[src/common/io_cell_pkg.sv]
// Purpose: shared constants for the pin cell capture, tri-state and gearbox logic
// Assumes: APB register slave with 32-bit data, one word per register
// Notes: offsets are byte addresses

package io_cell_pkg;

  // ----------------------------------------------------------------
  // register map
  // ----------------------------------------------------------------
  localparam logic [7:0] CTRL_OFFSET = 8'h00;
  localparam logic [7:0] STATUS_OFFSET = 8'h04;
  localparam logic [7:0] DATA_OFFSET = 8'h08;

  // control fields
  localparam int unsigned CTRL_DDR_EN_BIT = 0;
  localparam int unsigned CTRL_MODE_LSB = 1;
  localparam int unsigned CTRL_GEAR_RST_BIT = 3;
  localparam logic [31:0] CTRL_RESET = 32'h0000_0008;

  // status fields
  localparam int unsigned STAT_EMPTY_BIT = 0;
  localparam int unsigned STAT_FULL_BIT = 1;
  localparam int unsigned STAT_OVERRUN_BIT = 2;
  localparam int unsigned STAT_RISE_BIT = 3;
  localparam int unsigned STAT_FALL_BIT = 4;
  localparam int unsigned STAT_OE_N_BIT = 5;
  localparam int unsigned STAT_SLIP_BIT = 6;

  // ----------------------------------------------------------------
  // gearbox
  // ----------------------------------------------------------------
  typedef enum logic [1:0] {
    GEAR_SEVEN = 2'b00,
    GEAR_EIGHT = 2'b01,
    GEAR_DUAL_FOUR = 2'b10
  } gear_mode_t;

  localparam logic [3:0] LEN_SEVEN = 4'h7;
  localparam logic [3:0] LEN_EIGHT = 4'h8;
  localparam logic [3:0] LEN_FOUR = 4'h4;
  localparam int unsigned WORD_W = 8;
  localparam int unsigned FIFO_DEPTH = 4;

  // this cell sits on the right edge, so the ddr memory path exists
  localparam logic EDGE_IS_RIGHT = 1'b1;

endpackage : io_cell_pkg

[src/logic/io_cell_ddr_capture_gearbox.sv]
// Purpose: pin cell logic: ddr strobe capture, registered tri-state, input gearbox
// Assumes: strobes, edge clock and pins are asynchronous and slow against pclk
// Notes: all edges are found by sampling on pclk; apb slave answers with no wait

`timescale 1ns/10ps
`default_nettype none

// ------------------------------------------------------------------
// small word buffer
// ------------------------------------------------------------------
module word_fifo #(
  parameter int unsigned W = 8,
  parameter int unsigned D = 4
) (
  input wire logic clk,
  input wire logic rst_n,
  input wire logic in_valid,
  output logic in_ready,
  input wire logic [W-1:0] in_data,
  output logic out_valid,
  input wire logic out_ready,
  output logic [W-1:0] out_data
);
  localparam int unsigned AW = $clog2(D);
  logic [W-1:0] mem [D];
  logic [AW-1:0] wr_q, rd_q;
  logic [AW:0] cnt_q;
  logic push, pop;

  // the count is one bit wider than the pointers so that full and empty differ
  assign in_ready = (cnt_q != (AW+1)'(D));
  assign out_valid = (cnt_q != '0);
  assign push = in_valid && in_ready;
  assign pop = out_valid && out_ready;
  assign out_data = mem[rd_q];

  always_ff @(posedge clk) begin
    if (push) begin
      mem[wr_q] <= in_data;
    end
  end

  always_ff @(posedge clk or negedge rst_n) begin
    if (!rst_n) begin
      wr_q <= '0;
      rd_q <= '0;
      cnt_q <= '0;
    end else begin
      if (push) begin
        wr_q <= (wr_q == AW'(D - 1)) ? '0 : wr_q + 1'b1;
      end
      if (pop) begin
        rd_q <= (rd_q == AW'(D - 1)) ? '0 : rd_q + 1'b1;
      end
      cnt_q <= cnt_q + (AW+1)'(push) - (AW+1)'(pop);
    end
  end
endmodule // word_fifo

// ------------------------------------------------------------------
// one deserializer lane
// ------------------------------------------------------------------
module deser_lane #(
  parameter int unsigned W = 8
) (
  input wire logic clk,
  input wire logic rst_n,
  input wire logic clear,
  input wire logic bit_en,
  input wire logic bit_in,
  input wire logic slip,
  input wire logic [3:0] len,
  output logic [W-1:0] word_q,
  output logic done_q,
  output logic slip_pend_q
);
  logic [W-1:0] sh_q;
  logic [3:0] cnt_q;

  always_ff @(posedge clk or negedge rst_n) begin
    if (!rst_n) begin
      sh_q <= '0;
      cnt_q <= '0;
      word_q <= '0;
      done_q <= 1'b0;
      slip_pend_q <= 1'b0;
    end else if (clear) begin
      sh_q <= '0;
      cnt_q <= '0;
      done_q <= 1'b0;
      slip_pend_q <= 1'b0;
    end else begin
      done_q <= 1'b0;
      if (bit_en) begin
        sh_q <= {sh_q[W-2:0], bit_in};
        if (slip_pend_q) begin
          // the skipped count moves the boundary by one bit
          slip_pend_q <= 1'b0;
        end else if (cnt_q == len - 4'h1) begin
          cnt_q <= '0;
          word_q <= {sh_q[W-2:0], bit_in};
          done_q <= 1'b1;
        end else begin
          cnt_q <= cnt_q + 4'h1;
        end
      end
      if (slip) begin
        slip_pend_q <= 1'b1;
      end
    end
  end
endmodule // deser_lane

module io_cell_ddr_capture_gearbox
  import io_cell_pkg::*;
(
  input wire logic pclk,
  input wire logic presetn,
  input wire logic psel,
  input wire logic penable,
  input wire logic pwrite,
  input wire logic [7:0] paddr,
  input wire logic [31:0] pwdata,
  output logic [31:0] prdata,
  output logic pready,
  output logic pslverr,
  input wire logic pad_data_in,
  input wire logic [1:0] delayed_data_in,
  input wire logic shifted_read_strobe,
  input wire logic shifted_write_strobe,
  input wire logic fast_edge_clock,
  input wire logic sync_clock_polarity,
  input wire logic single_rate_tristate_in,
  input wire logic ddr_tristate_in,
  input wire logic word_align_request,
  output logic ddr_rise_q,
  output logic ddr_fall_q,
  output logic buffer_oe_n,
  output logic [7:0] gear_word_q,
  output logic gear_word_valid_q,
  output logic gear_word_ready
);
  // ----------------------------------------------------------------
  // pin synchronisers
  // ----------------------------------------------------------------
  logic [5:0] pin_s1_q, pin_s2_q;
  logic [2:0] edge_s3_q;
  logic pad_s, rstb_s, wstb_s, eclk_s;
  logic [1:0] ddat_s;

  always_ff @(posedge pclk or negedge presetn) begin
    if (!presetn) begin
      pin_s1_q <= '0;
      pin_s2_q <= '0;
      edge_s3_q <= '0;
    end else begin
      pin_s1_q <= {delayed_data_in, fast_edge_clock, shifted_write_strobe,
                   shifted_read_strobe, pad_data_in};
      pin_s2_q <= pin_s1_q;
      edge_s3_q <= pin_s2_q[3:1];
    end
  end

  assign pad_s = pin_s2_q[0];
  assign rstb_s = pin_s2_q[1];
  assign wstb_s = pin_s2_q[2];
  assign eclk_s = pin_s2_q[3];
  assign ddat_s = pin_s2_q[5:4];

  logic rstb_rise, rstb_fall, wstb_rise, eclk_edge;
  assign rstb_rise = rstb_s && !edge_s3_q[0];
  assign rstb_fall = !rstb_s && edge_s3_q[0];
  assign wstb_rise = wstb_s && !edge_s3_q[1];
  assign eclk_edge = eclk_s ^ edge_s3_q[2];

  // ----------------------------------------------------------------
  // control register and mode decode
  // ----------------------------------------------------------------
  logic [31:0] ctrl_q;
  logic ddr_mode, gear_rst;
  gear_mode_t gear_mode;

  assign ddr_mode = ctrl_q[CTRL_DDR_EN_BIT] && EDGE_IS_RIGHT;
  assign gear_rst = ctrl_q[CTRL_GEAR_RST_BIT];
  assign gear_mode = gear_mode_t'(ctrl_q[CTRL_MODE_LSB +: 2]);

  // ----------------------------------------------------------------
  // ddr capture and system-clock resync
  // ----------------------------------------------------------------
  logic rise_cap_q, fall_cap_q, rise_hold_q, fall_hold_q;

  always_ff @(posedge pclk or negedge presetn) begin
    if (!presetn) begin
      rise_cap_q <= 1'b0;
      fall_cap_q <= 1'b0;
    end else if (ddr_mode) begin
      if (rstb_rise) begin
        rise_cap_q <= pad_s;
      end
      if (rstb_fall) begin
        fall_cap_q <= pad_s;
      end
    end
  end

  // the inverted-clock choice is modelled as one extra stage of margin,
  // since a single clock cannot offer a true half-cycle sample point
  always_ff @(posedge pclk or negedge presetn) begin
    if (!presetn) begin
      rise_hold_q <= 1'b0;
      fall_hold_q <= 1'b0;
      ddr_rise_q <= 1'b0;
      ddr_fall_q <= 1'b0;
    end else begin
      rise_hold_q <= rise_cap_q;
      fall_hold_q <= fall_cap_q;
      ddr_rise_q <= sync_clock_polarity ? rise_hold_q : rise_cap_q;
      ddr_fall_q <= sync_clock_polarity ? fall_hold_q : fall_cap_q;
    end
  end

  // ----------------------------------------------------------------
  // tri-state registers (low enable drives the pin)
  // ----------------------------------------------------------------
  logic ts_sdr_q, ts_ddr_q;

  always_ff @(posedge pclk or negedge presetn) begin
    if (!presetn) begin
      ts_sdr_q <= 1'b1;
      ts_ddr_q <= 1'b1;
    end else begin
      ts_sdr_q <= single_rate_tristate_in;
      if (wstb_rise) begin
        ts_ddr_q <= ddr_tristate_in;
      end
    end
  end

  assign buffer_oe_n = ddr_mode ? ts_ddr_q : ts_sdr_q;

  // ----------------------------------------------------------------
  // input gearbox
  // ----------------------------------------------------------------
  logic [3:0] len_a;
  logic [7:0] word_a;
  logic [3:0] word_c;
  logic done_a, done_c, slip_a, slip_c;

  always_comb begin
    case (gear_mode)
      GEAR_SEVEN: len_a = LEN_SEVEN;
      GEAR_EIGHT: len_a = LEN_EIGHT;
      GEAR_DUAL_FOUR: len_a = LEN_FOUR;
      default: len_a = LEN_EIGHT;
    endcase
  end

  deser_lane #(.W(8)) lane_first (
    .clk(pclk),
    .rst_n(presetn),
    .clear(gear_rst),
    .bit_en(eclk_edge),
    .bit_in(ddat_s[0]),
    .slip(word_align_request),
    .len(len_a),
    .word_q(word_a),
    .done_q(done_a),
    .slip_pend_q(slip_a)
  );

  deser_lane #(.W(4)) lane_third (
    .clk(pclk),
    .rst_n(presetn),
    .clear(gear_rst || gear_mode != GEAR_DUAL_FOUR),
    .bit_en(eclk_edge),
    .bit_in(ddat_s[1]),
    .slip(word_align_request),
    .len(LEN_FOUR),
    .word_q(word_c),
    .done_q(done_c),
    .slip_pend_q(slip_c)
  );

  logic c_live;
  assign c_live = done_c && gear_mode == GEAR_DUAL_FOUR;

  always_ff @(posedge pclk or negedge presetn) begin
    if (!presetn) begin
      gear_word_q <= '0;
      gear_word_valid_q <= 1'b0;
    end else if (gear_rst) begin
      gear_word_q <= '0;
      gear_word_valid_q <= 1'b0;
    end else begin
      gear_word_valid_q <= done_a || c_live;
      if (done_a) begin
        case (gear_mode)
          GEAR_SEVEN: gear_word_q <= {1'b0, word_a[6:0]};
          GEAR_EIGHT: gear_word_q <= word_a;
          default: gear_word_q[7:4] <= word_a[3:0];
        endcase
      end
      if (c_live) begin
        gear_word_q[3:0] <= word_c;
      end
    end
  end

  // ----------------------------------------------------------------
  // word buffer and apb slave
  // ----------------------------------------------------------------
  logic fifo_valid, fifo_pop, overrun_q, wr_en, rd_acc;
  logic [7:0] fifo_data;
  logic [31:0] status;

  assign wr_en = psel && penable && pwrite;
  assign rd_acc = psel && penable && !pwrite;
  assign fifo_pop = rd_acc && paddr == DATA_OFFSET;

  word_fifo #(.W(WORD_W), .D(FIFO_DEPTH)) buffer (
    .clk(pclk),
    .rst_n(presetn),
    .in_valid(gear_word_valid_q),
    .in_ready(gear_word_ready),
    .in_data(gear_word_q),
    .out_valid(fifo_valid),
    .out_ready(fifo_pop),
    .out_data(fifo_data)
  );

  always_ff @(posedge pclk or negedge presetn) begin
    if (!presetn) begin
      ctrl_q <= CTRL_RESET;
    end else if (wr_en && paddr == CTRL_OFFSET) begin
      ctrl_q <= pwdata & 32'h0000_000f;
    end
  end

  // a word lost to a full buffer sets this; set beats a write-one clear
  always_ff @(posedge pclk or negedge presetn) begin
    if (!presetn) begin
      overrun_q <= 1'b0;
    end else if (gear_word_valid_q && !gear_word_ready) begin
      overrun_q <= 1'b1;
    end else if (wr_en && paddr == STATUS_OFFSET && pwdata[STAT_OVERRUN_BIT]) begin
      overrun_q <= 1'b0;
    end
  end

  always_comb begin
    status = '0;
    status[STAT_EMPTY_BIT] = !fifo_valid;
    status[STAT_FULL_BIT] = !gear_word_ready;
    status[STAT_OVERRUN_BIT] = overrun_q;
    status[STAT_RISE_BIT] = ddr_rise_q;
    status[STAT_FALL_BIT] = ddr_fall_q;
    status[STAT_OE_N_BIT] = buffer_oe_n;
    status[STAT_SLIP_BIT] = slip_a || slip_c;
  end

  assign pready = 1'b1;
  assign pslverr = psel && penable && paddr != CTRL_OFFSET && paddr != STATUS_OFFSET
                   && !(paddr == DATA_OFFSET && !pwrite);

  always_comb begin
    case (paddr)
      CTRL_OFFSET: prdata = ctrl_q;
      STATUS_OFFSET: prdata = status;
      DATA_OFFSET: prdata = {24'h00_0000, fifo_valid ? fifo_data : 8'h00};
      default: prdata = 32'h0000_0000;
    endcase
  end
endmodule // io_cell_ddr_capture_gearbox

`default_nettype wire

[config.mk]
export PLATFORM = sky130hd
export DESIGN_NAME = io_cell_ddr_capture_gearbox
export DESIGN_NICKNAME = d
export VERILOG_FILES = /design/src/common/io_cell_pkg.sv /design/src/logic/io_cell_ddr_capture_gearbox.sv
export SDC_FILE = /design/constraint.sdc
export NUM_CORES = 1
export LEC_CHECK = 0
export ABC_AREA = 1
export BUFFER_PORTS_ARGS = -buffer_cell sky130_fd_sc_hd__buf_2
export CORE_ASPECT_RATIO = 1.75
export CORE_MARGIN = 8
export CORE_UTILIZATION = 61
export CTS_BUF_LIST = sky130_fd_sc_hd__clkbuf_4 sky130_fd_sc_hd__clkbuf_8
export DETAILED_ROUTE_END_ITERATION = 6
export PLACE_DENSITY = 0.87
export SLEW_MARGIN = 20
export SYNTH_ARGS = -nofsm -noshare
export SYNTH_HDL_FRONTEND = slang
export SYNTH_SLANG_ARGS = --single-unit
export TNS_END_PERCENT = 10
[constraint.sdc]
create_clock -name pclk -period 3.05 [get_ports pclk]
set_input_delay 0.305 -clock pclk [delete_from_list [all_inputs] [get_ports pclk]]
set_output_delay 0.305 -clock pclk [all_outputs]
set_load 0.01 [all_outputs]
; ---- Word level (Yosys, flattened, before mapping)
; Memories as Yosys holds them, arrays and structs flattened.
; Cells that the tools add are included.
[classes]
n_addsub = 7
n_eq_ne = 13
n_mux = 42
bitwise_logic = 5
reduce_logical = 48
[ops]
columns = cell, count
row1 = 4-bit 2-to-1 mux, 10
row2 = 8-bit 2-to-1 mux, 3
row3 = 8-bit one-hot mux with 3 select lines, 1
row4 = 1-bit 2-to-1 mux, 20
row5 = 1-bit logical AND, 18
row6 = 4-bit one-hot mux with 2 select lines, 2
row7 = 3-bit nonzero test, 5
row8 = 7-bit 2-to-1 mux, 2
row9 = 2-bit AND reduction, 5
row10 = "4-bit by 1-bit adder with 4-bit output, second input constant", 2
row11 = "8-bit by 3-bit == test with 1-bit output, second input constant", 1
row12 = "8-bit by 4-bit == test with 1-bit output, second input constant", 1
row13 = 8-bit zero test, 1
row14 = "8-bit by 3-bit != test with 1-bit output, second input constant", 1
row15 = 4-bit AND reduction, 2
row16 = 2-bit nonzero test, 4
row17 = 8-bit nonzero test, 1
row18 = 1-bit zero test, 7
row19 = "2-bit == test, second input constant", 3
row20 = 3-bit 2-to-1 mux, 2
row21 = "2-bit by 1-bit adder with 2-bit output, second input constant", 2
row22 = "4-bit by 2-bit == test with 1-bit output, second input constant", 1
row23 = 4-bit == test, 1
row24 = 2-bit 2-to-1 mux, 2
row25 = 12 further kinds, 18
[word_totals]
ff_bits = 78
mem_bits_rw = 32
input_bits = 55
out_inout_bits = 47
wordCells = 145
n_memories = 1
[mem_list]
columns = name, words, word_bits, read_ports, rd_clocked_by_memory_dff, wr, line_no
row1 = buffer.mem, 4, 8, 1, 0, 1, io_cell_ddr_capture_gearbox.sv:25  ; logic [W-1:0] mem [D];

; ---- Depth between registers and ports, before layout
[logic_depth]
word_depth = 8
ltp_mapped = 11
depth_no_buf = 11

; ---- Hierarchy
; Synthesis repeated with hierarchy kept, for this count alone.
[hier_totals]
hier_cells = 572
area_unflattened_um2 = 5464.0
[by_module_without_submodules]
columns = module, n_inst, cells_each, area_each_um2, seq_area_each_um2
row1 = io_cell_ddr_capture_gearbox, 1, 224, 1941.9, 929.6
row2 = word_fifo, 1, 149, 1766.7, 1136.1
row3 = deser_lane (lane_first), 1, 109, 1001.0, 525.5
row4 = deser_lane (lane_third), 1, 90, 754.5, 325.3

; ---- Least setup slack after synthesis
; OpenSTA, ideal clock, no wires.
[synth_timing]
path_kind = input -> register
from = in paddr[7]
to = reg buffer.cnt_q[2]
setup_ns = 0.122
arrival_time_ns = 1.937
required_ns = 2.928
path_slack_ns = 0.991
cell_stages = 11
path_buffers = 0
path_cell_list = nor2_1 nand3_1 nor2_4 nand3_1 inv_1 ha_1 inv_1 ha_1 inv_1 fa_1 xor2_1
[synth_via]
elab_chain_len = 4
[synth_rtl]
columns = item, line_no
row1 = start: declaration, io_cell_ddr_capture_gearbox.sv:122  ; input wire logic [7:0] paddr,
row2 = 8-bit by 4-bit == test with 1-bit output, io_cell_ddr_capture_gearbox.sv:318  ; assign fifo_pop = rd_acc && paddr == DATA_OFFSET;
row3 = 1-bit logical AND, io_cell_ddr_capture_gearbox.sv:318
row4 = 1-bit logical AND, io_cell_ddr_capture_gearbox.sv:34  ; assign pop = out_valid && out_ready;
row5 = net buffer.pop, io_cell_ddr_capture_gearbox.sv:28  ; logic push, pop;
row6 = 3-bit by 1-bit subtractor with 3-bit output, io_cell_ddr_capture_gearbox.sv:55  ; cnt_q <= cnt_q + (AW+1)'(push) - (AW+1)'(pop);
row7 = end signal: assignment, io_cell_ddr_capture_gearbox.sv:55
row8 = end: declaration, io_cell_ddr_capture_gearbox.sv:27  ; logic [AW:0] cnt_q;
; The timed path passes the listed nets, and every way through them passes these cells.
; A chain may end at the register's enable or synchronous reset.

; ---- Final worst setup path
[layout_timing]
from = reg buffer.rd_q[0]
to = out prdata[3]
[layout_via]
elab_chain_len = 3
[layout_rtl]
columns = item, line_no
row1 = start: declaration, io_cell_ddr_capture_gearbox.sv:26  ; logic [AW-1:0] wr_q, rd_q;
row2 = start signal: assignment, io_cell_ddr_capture_gearbox.sv:53  ; rd_q <= (rd_q == AW'(D - 1)) ? '0 : rd_q + 1'b1;
row3 = memory 4 x 8 bit, n/a
row4 = 8-bit 2-to-1 mux, io_cell_ddr_capture_gearbox.sv:369  ; DATA_OFFSET: prdata = {24'h00_0000, fifo_valid ? fifo_data : 8'h00};
row5 = 8-bit one-hot mux with 3 select lines, io_cell_ddr_capture_gearbox.sv:366  ; case (paddr)
row6 = end: declaration, io_cell_ddr_capture_gearbox.sv:124  ; output logic [31:0] prdata,
; Every way passes these cells.

==> impl_metrics.csv <==
group,metric,value,unit
status,outcome,"complete, no violations",
timing,setup_viol,0,
clock_tree,cts_tree,"built",
yosys,synth_cells,491,
finish,fillerInstances,589,
finish,n_antenna_cell,0,
finish,drive_gt1_frac,0.1746,
die,initial_utilization,0.6262,
critical_path,cp-end-kind,"output pin",
timing,fin_crit_sh,0.8087,
critical_path,critPathMaxFanout,20,
hold_path,holdPathStages,1,
critical_path,cpMostUsedCell,"nand3_1",
global_routing,grt_max_degree,79,
route,wire_per_inst,15.90,um
pwr,vdd_drop_max,0.3049,mV
finish,mostFrequentLayoutCell,"nand2_1",
pwr,switching_power,0.5982,mW
yosys,synth_area,4918,sq um
global_routing,grt_pass1_wl,16750,um
timing,rsz0062_at_grt,"false",
clock_tree,clockBufferDepth,2,
clock_tree,root_buffer,"clkbuf_8",
timing,finalHoldViolCount,0,
pwr,pwr-share-seq,0.625,
yosys,synth.avg_cell_area,10.02,sq um
finish,area_delta_synth_final,7.886,%
global_routing,grt_pass1_vias,3669,
clock_tree,cts_setup_buffers,0,
timing,fin_tns_setup,0,ns
critical_path,critPathSlowestCell,"dfrtp_1",
critical_path,arrival,2.16,ns
placed_design,dpl.hpwl,7646,um
timing,relSlewSlack,0.3705,
die,rows,43,
timing,worst_pin_slew,0.9442,ns
critical_path,r2r_start,"buffer.cnt_q[1]$_DFF_PN0_",
critical_path,cpPeakStageDelay,0.79,ns
route,vias,3472,
yosys,seq_area_frac_synth,0.5930,
hold_path,hold-path-endpoint,"ts_sdr_q$_DFF_PN1_",
hold_path,hold_class,"input port to register",
critical_path,path_class,"register to output pin",
pwr,p_per_area,466.2,nW/um^2
timing,maxSlewViolCount,0,
finish,fin_cells,634,
pwr,internal_power,1.876,mW
clock_tree,numCtsBuffers,9,
clock_tree,cts_resized,0,
die,coreArea,7855,sq um
pwr,swShare,0.2418,
timing,skew,0.01103,ns
die,ios,102,
route,first_pass_iters,5,
route,via_per_inst,5.476,
pwr,pwr-share-comb,0.040,
critical_path,rr_endpoint,"buffer.cnt_q[2]$_DFF_PN0_",
timing,fmax,0.4054,GHz
critical_path,r2r_cells,10,
global_routing,grtUsageTotal,0.1848,
route,ant_nets,0,
clock_tree,cts.sinks,110,
placed_design,place_congestion,0.8137,
pwr,p_clk_frac,0.336,
route,wirelength,10080,um
yosys,ys_types,37,
route,drc,0,
placed_design,port_buffers,48,
pwr,p_leak,2.484,nW
clock_tree,htree_num_levels,3,
die,die_y,134.8,um
critical_path,path_cells,"inv_2, o21ai_0, nand2_1, nand3_1, nand3_1, buf_2",
global_routing,antenna_found_initial,0,
die,dieArea,11310,sq um
route,drtIter0Drc,206,
critical_path,cp-start-kind,"register",
critical_path,r2r_slack,0.75,ns
timing,holdWs,0.02696,ns
placed_design,placedCellCount,618,
die,die_w,83.88,um
hold_path,min_from,"single_rate_tristate_in",
yosys,synth_seq_cells,110,
yosys,ys_warn_count,0,
finish,num-nets-final,604,
timing,min_period,2.467,ns
clock_tree,cts_hold_buf,0,
critical_path,cp_data_required_time,2.74,ns
finish,final_cell_mix,"nand2_1, dfrtp_1, inv_1",
flow_run,cap_violations,0,
global_routing,overflow,0,
clock_tree,clkLatencyLatePin,0.37,ns
clock_tree,clk_pin_slew,0.11,ns
metal layers:
| layer | GRT usage | vias up | share of wire |
|---|---|---|---|
| met2 | 0.3408 | 106 | 0.56 |
| met3 | 0.04885 | 24 | 0.054 |
| li1 | - | 1656 | - |
| met5 | 0 | - | 0 |
| met1 | 0.1739 | 1686 | 0.35 |
| met4 | 0.1178 | 0 | 0.033 |
how the worst max path moves through the flow:
stage,start,end,slack (ns),cells past startpoint
3_5_place_dp,paddr[1],buffer.cnt_q[2]$_DFF_PN0_,0.66,12
2_1_floorplan,paddr[7],buffer.cnt_q[2]$_DFF_PN0_,0.99,11
6_report,buffer.rd_q[0]$_DFFE_PN0P_,prdata[3],0.58,6
4_1_cts,buffer.rd_q[0]$_DFFE_PN0P_,prdata[3],0.60,6
3_3_place_gp,paddr[7],buffer.cnt_q[2]$_DFF_PN0_,0.74,12
5_1_grt,buffer.rd_q[0]$_DFFE_PN0P_,prdata[3],0.45,6
cell families after synthesis:
kind of cell	synth area share
AOI/OAI and AO/OA	0.08369
muxes	0.01501
buffers and inverters	0.09845
and+or+nand+nor	0.1725
xor gates and xnor gates	0.008903
adders and majority gates	0.02697
DFF	0.5930
other	0.001527
cells in the mapped netlist (all sizes together):
library cell	instances	area, sq um
xor2	4	35.03
dfstp	3	78.83
o31ai	1	7.510
mux2	3	33.78
clkbuf	1	5.000
nor2	47	214.0
o22ai	14	87.58
nand4	3	25.02
mux2i	4	40.04
inv	64	242.7
conb	2	7.510
nand3	46	242.7
edfxtp	32	960.9
buf	33	236.5
nand3b	1	7.510
ha	9	112.6
fa	1	20.02
o211ai	4	30.03
and3	1	6.260
a31oi	2	12.51
o21ai	37	215.2
nand2	92	352.8
xnor2	1	8.760
dfrtp	75	1877
a21oi	11	58.81
sequential cells by signal (all words and copies together) (netlist names), 3 cells and up:
| name | count |
|---|---|
| lane_third.sh_q | 3 |
| lane_first.word_q | 8 |
| buffer.cnt_q | 3 |
| lane_third.cnt_q | 4 |
| buffer.mem | 32 |
| pin_s2_q | 6 |
| gear_word_q | 8 |
| pin_s1_q | 6 |
| lane_first.sh_q | 7 |
| lane_third.word_q | 4 |
| edge_s3_q | 3 |
| lane_first.cnt_q | 4 |
| ctrl_q | 4 |
worst max-delay path, delay by kind of cell (launching register included):
kind / cells / cell delay, ns
flip-flops: 1 / 0.79
buffers and inverters: 2 / 0.41
AO/OA/AOI/OAI: 1 / 0.31
AND/OR/NAND/NOR: 3 / 0.27
power groups by stage:
stage	sequential (mW)	clock (mW)	combinational (mW)
3_5_place_dp	1.58	0	0.0981
2_1_floorplan	1.57	0	0.0740
4_1_cts	1.55	0.846	0.0985
5_1_grt	1.55	0.901	0.112
6_report	1.55	0.830	0.0981
3_3_place_gp	1.57	0	0.0938
area by class of cell:
cell class / count / area (sq um) / share of cell area
multi-input cells: 306 / 1604 / 0.3023
clock buffers: 9 / 123.9 / 0.02334
well taps: 90 / 112.6 / 0.02122
repair buffers: 48 / 242.7 / 0.04574
inverters: 64 / 242.7 / 0.04574
flip-flops and latches: 110 / 2917 / 0.5496
clock inverters: 7 / 63.81 / 0.01203
stage by stage:
step                      power (mW)  area [sq um]  worst slack [ns]  utilization
after floorplan                1.644          5005            0.9915            -
after global placement         1.667          5119            0.7436       0.6516
after detailed placement       1.673          5119            0.6605       0.6516
after CTS                      2.490          5306            0.5958       0.6755
after global routing           2.561          5306            0.4549       0.6755
final                          2.474          5306            0.5835       0.6755
Note: power is estimated with default switching activity, not from simulation.
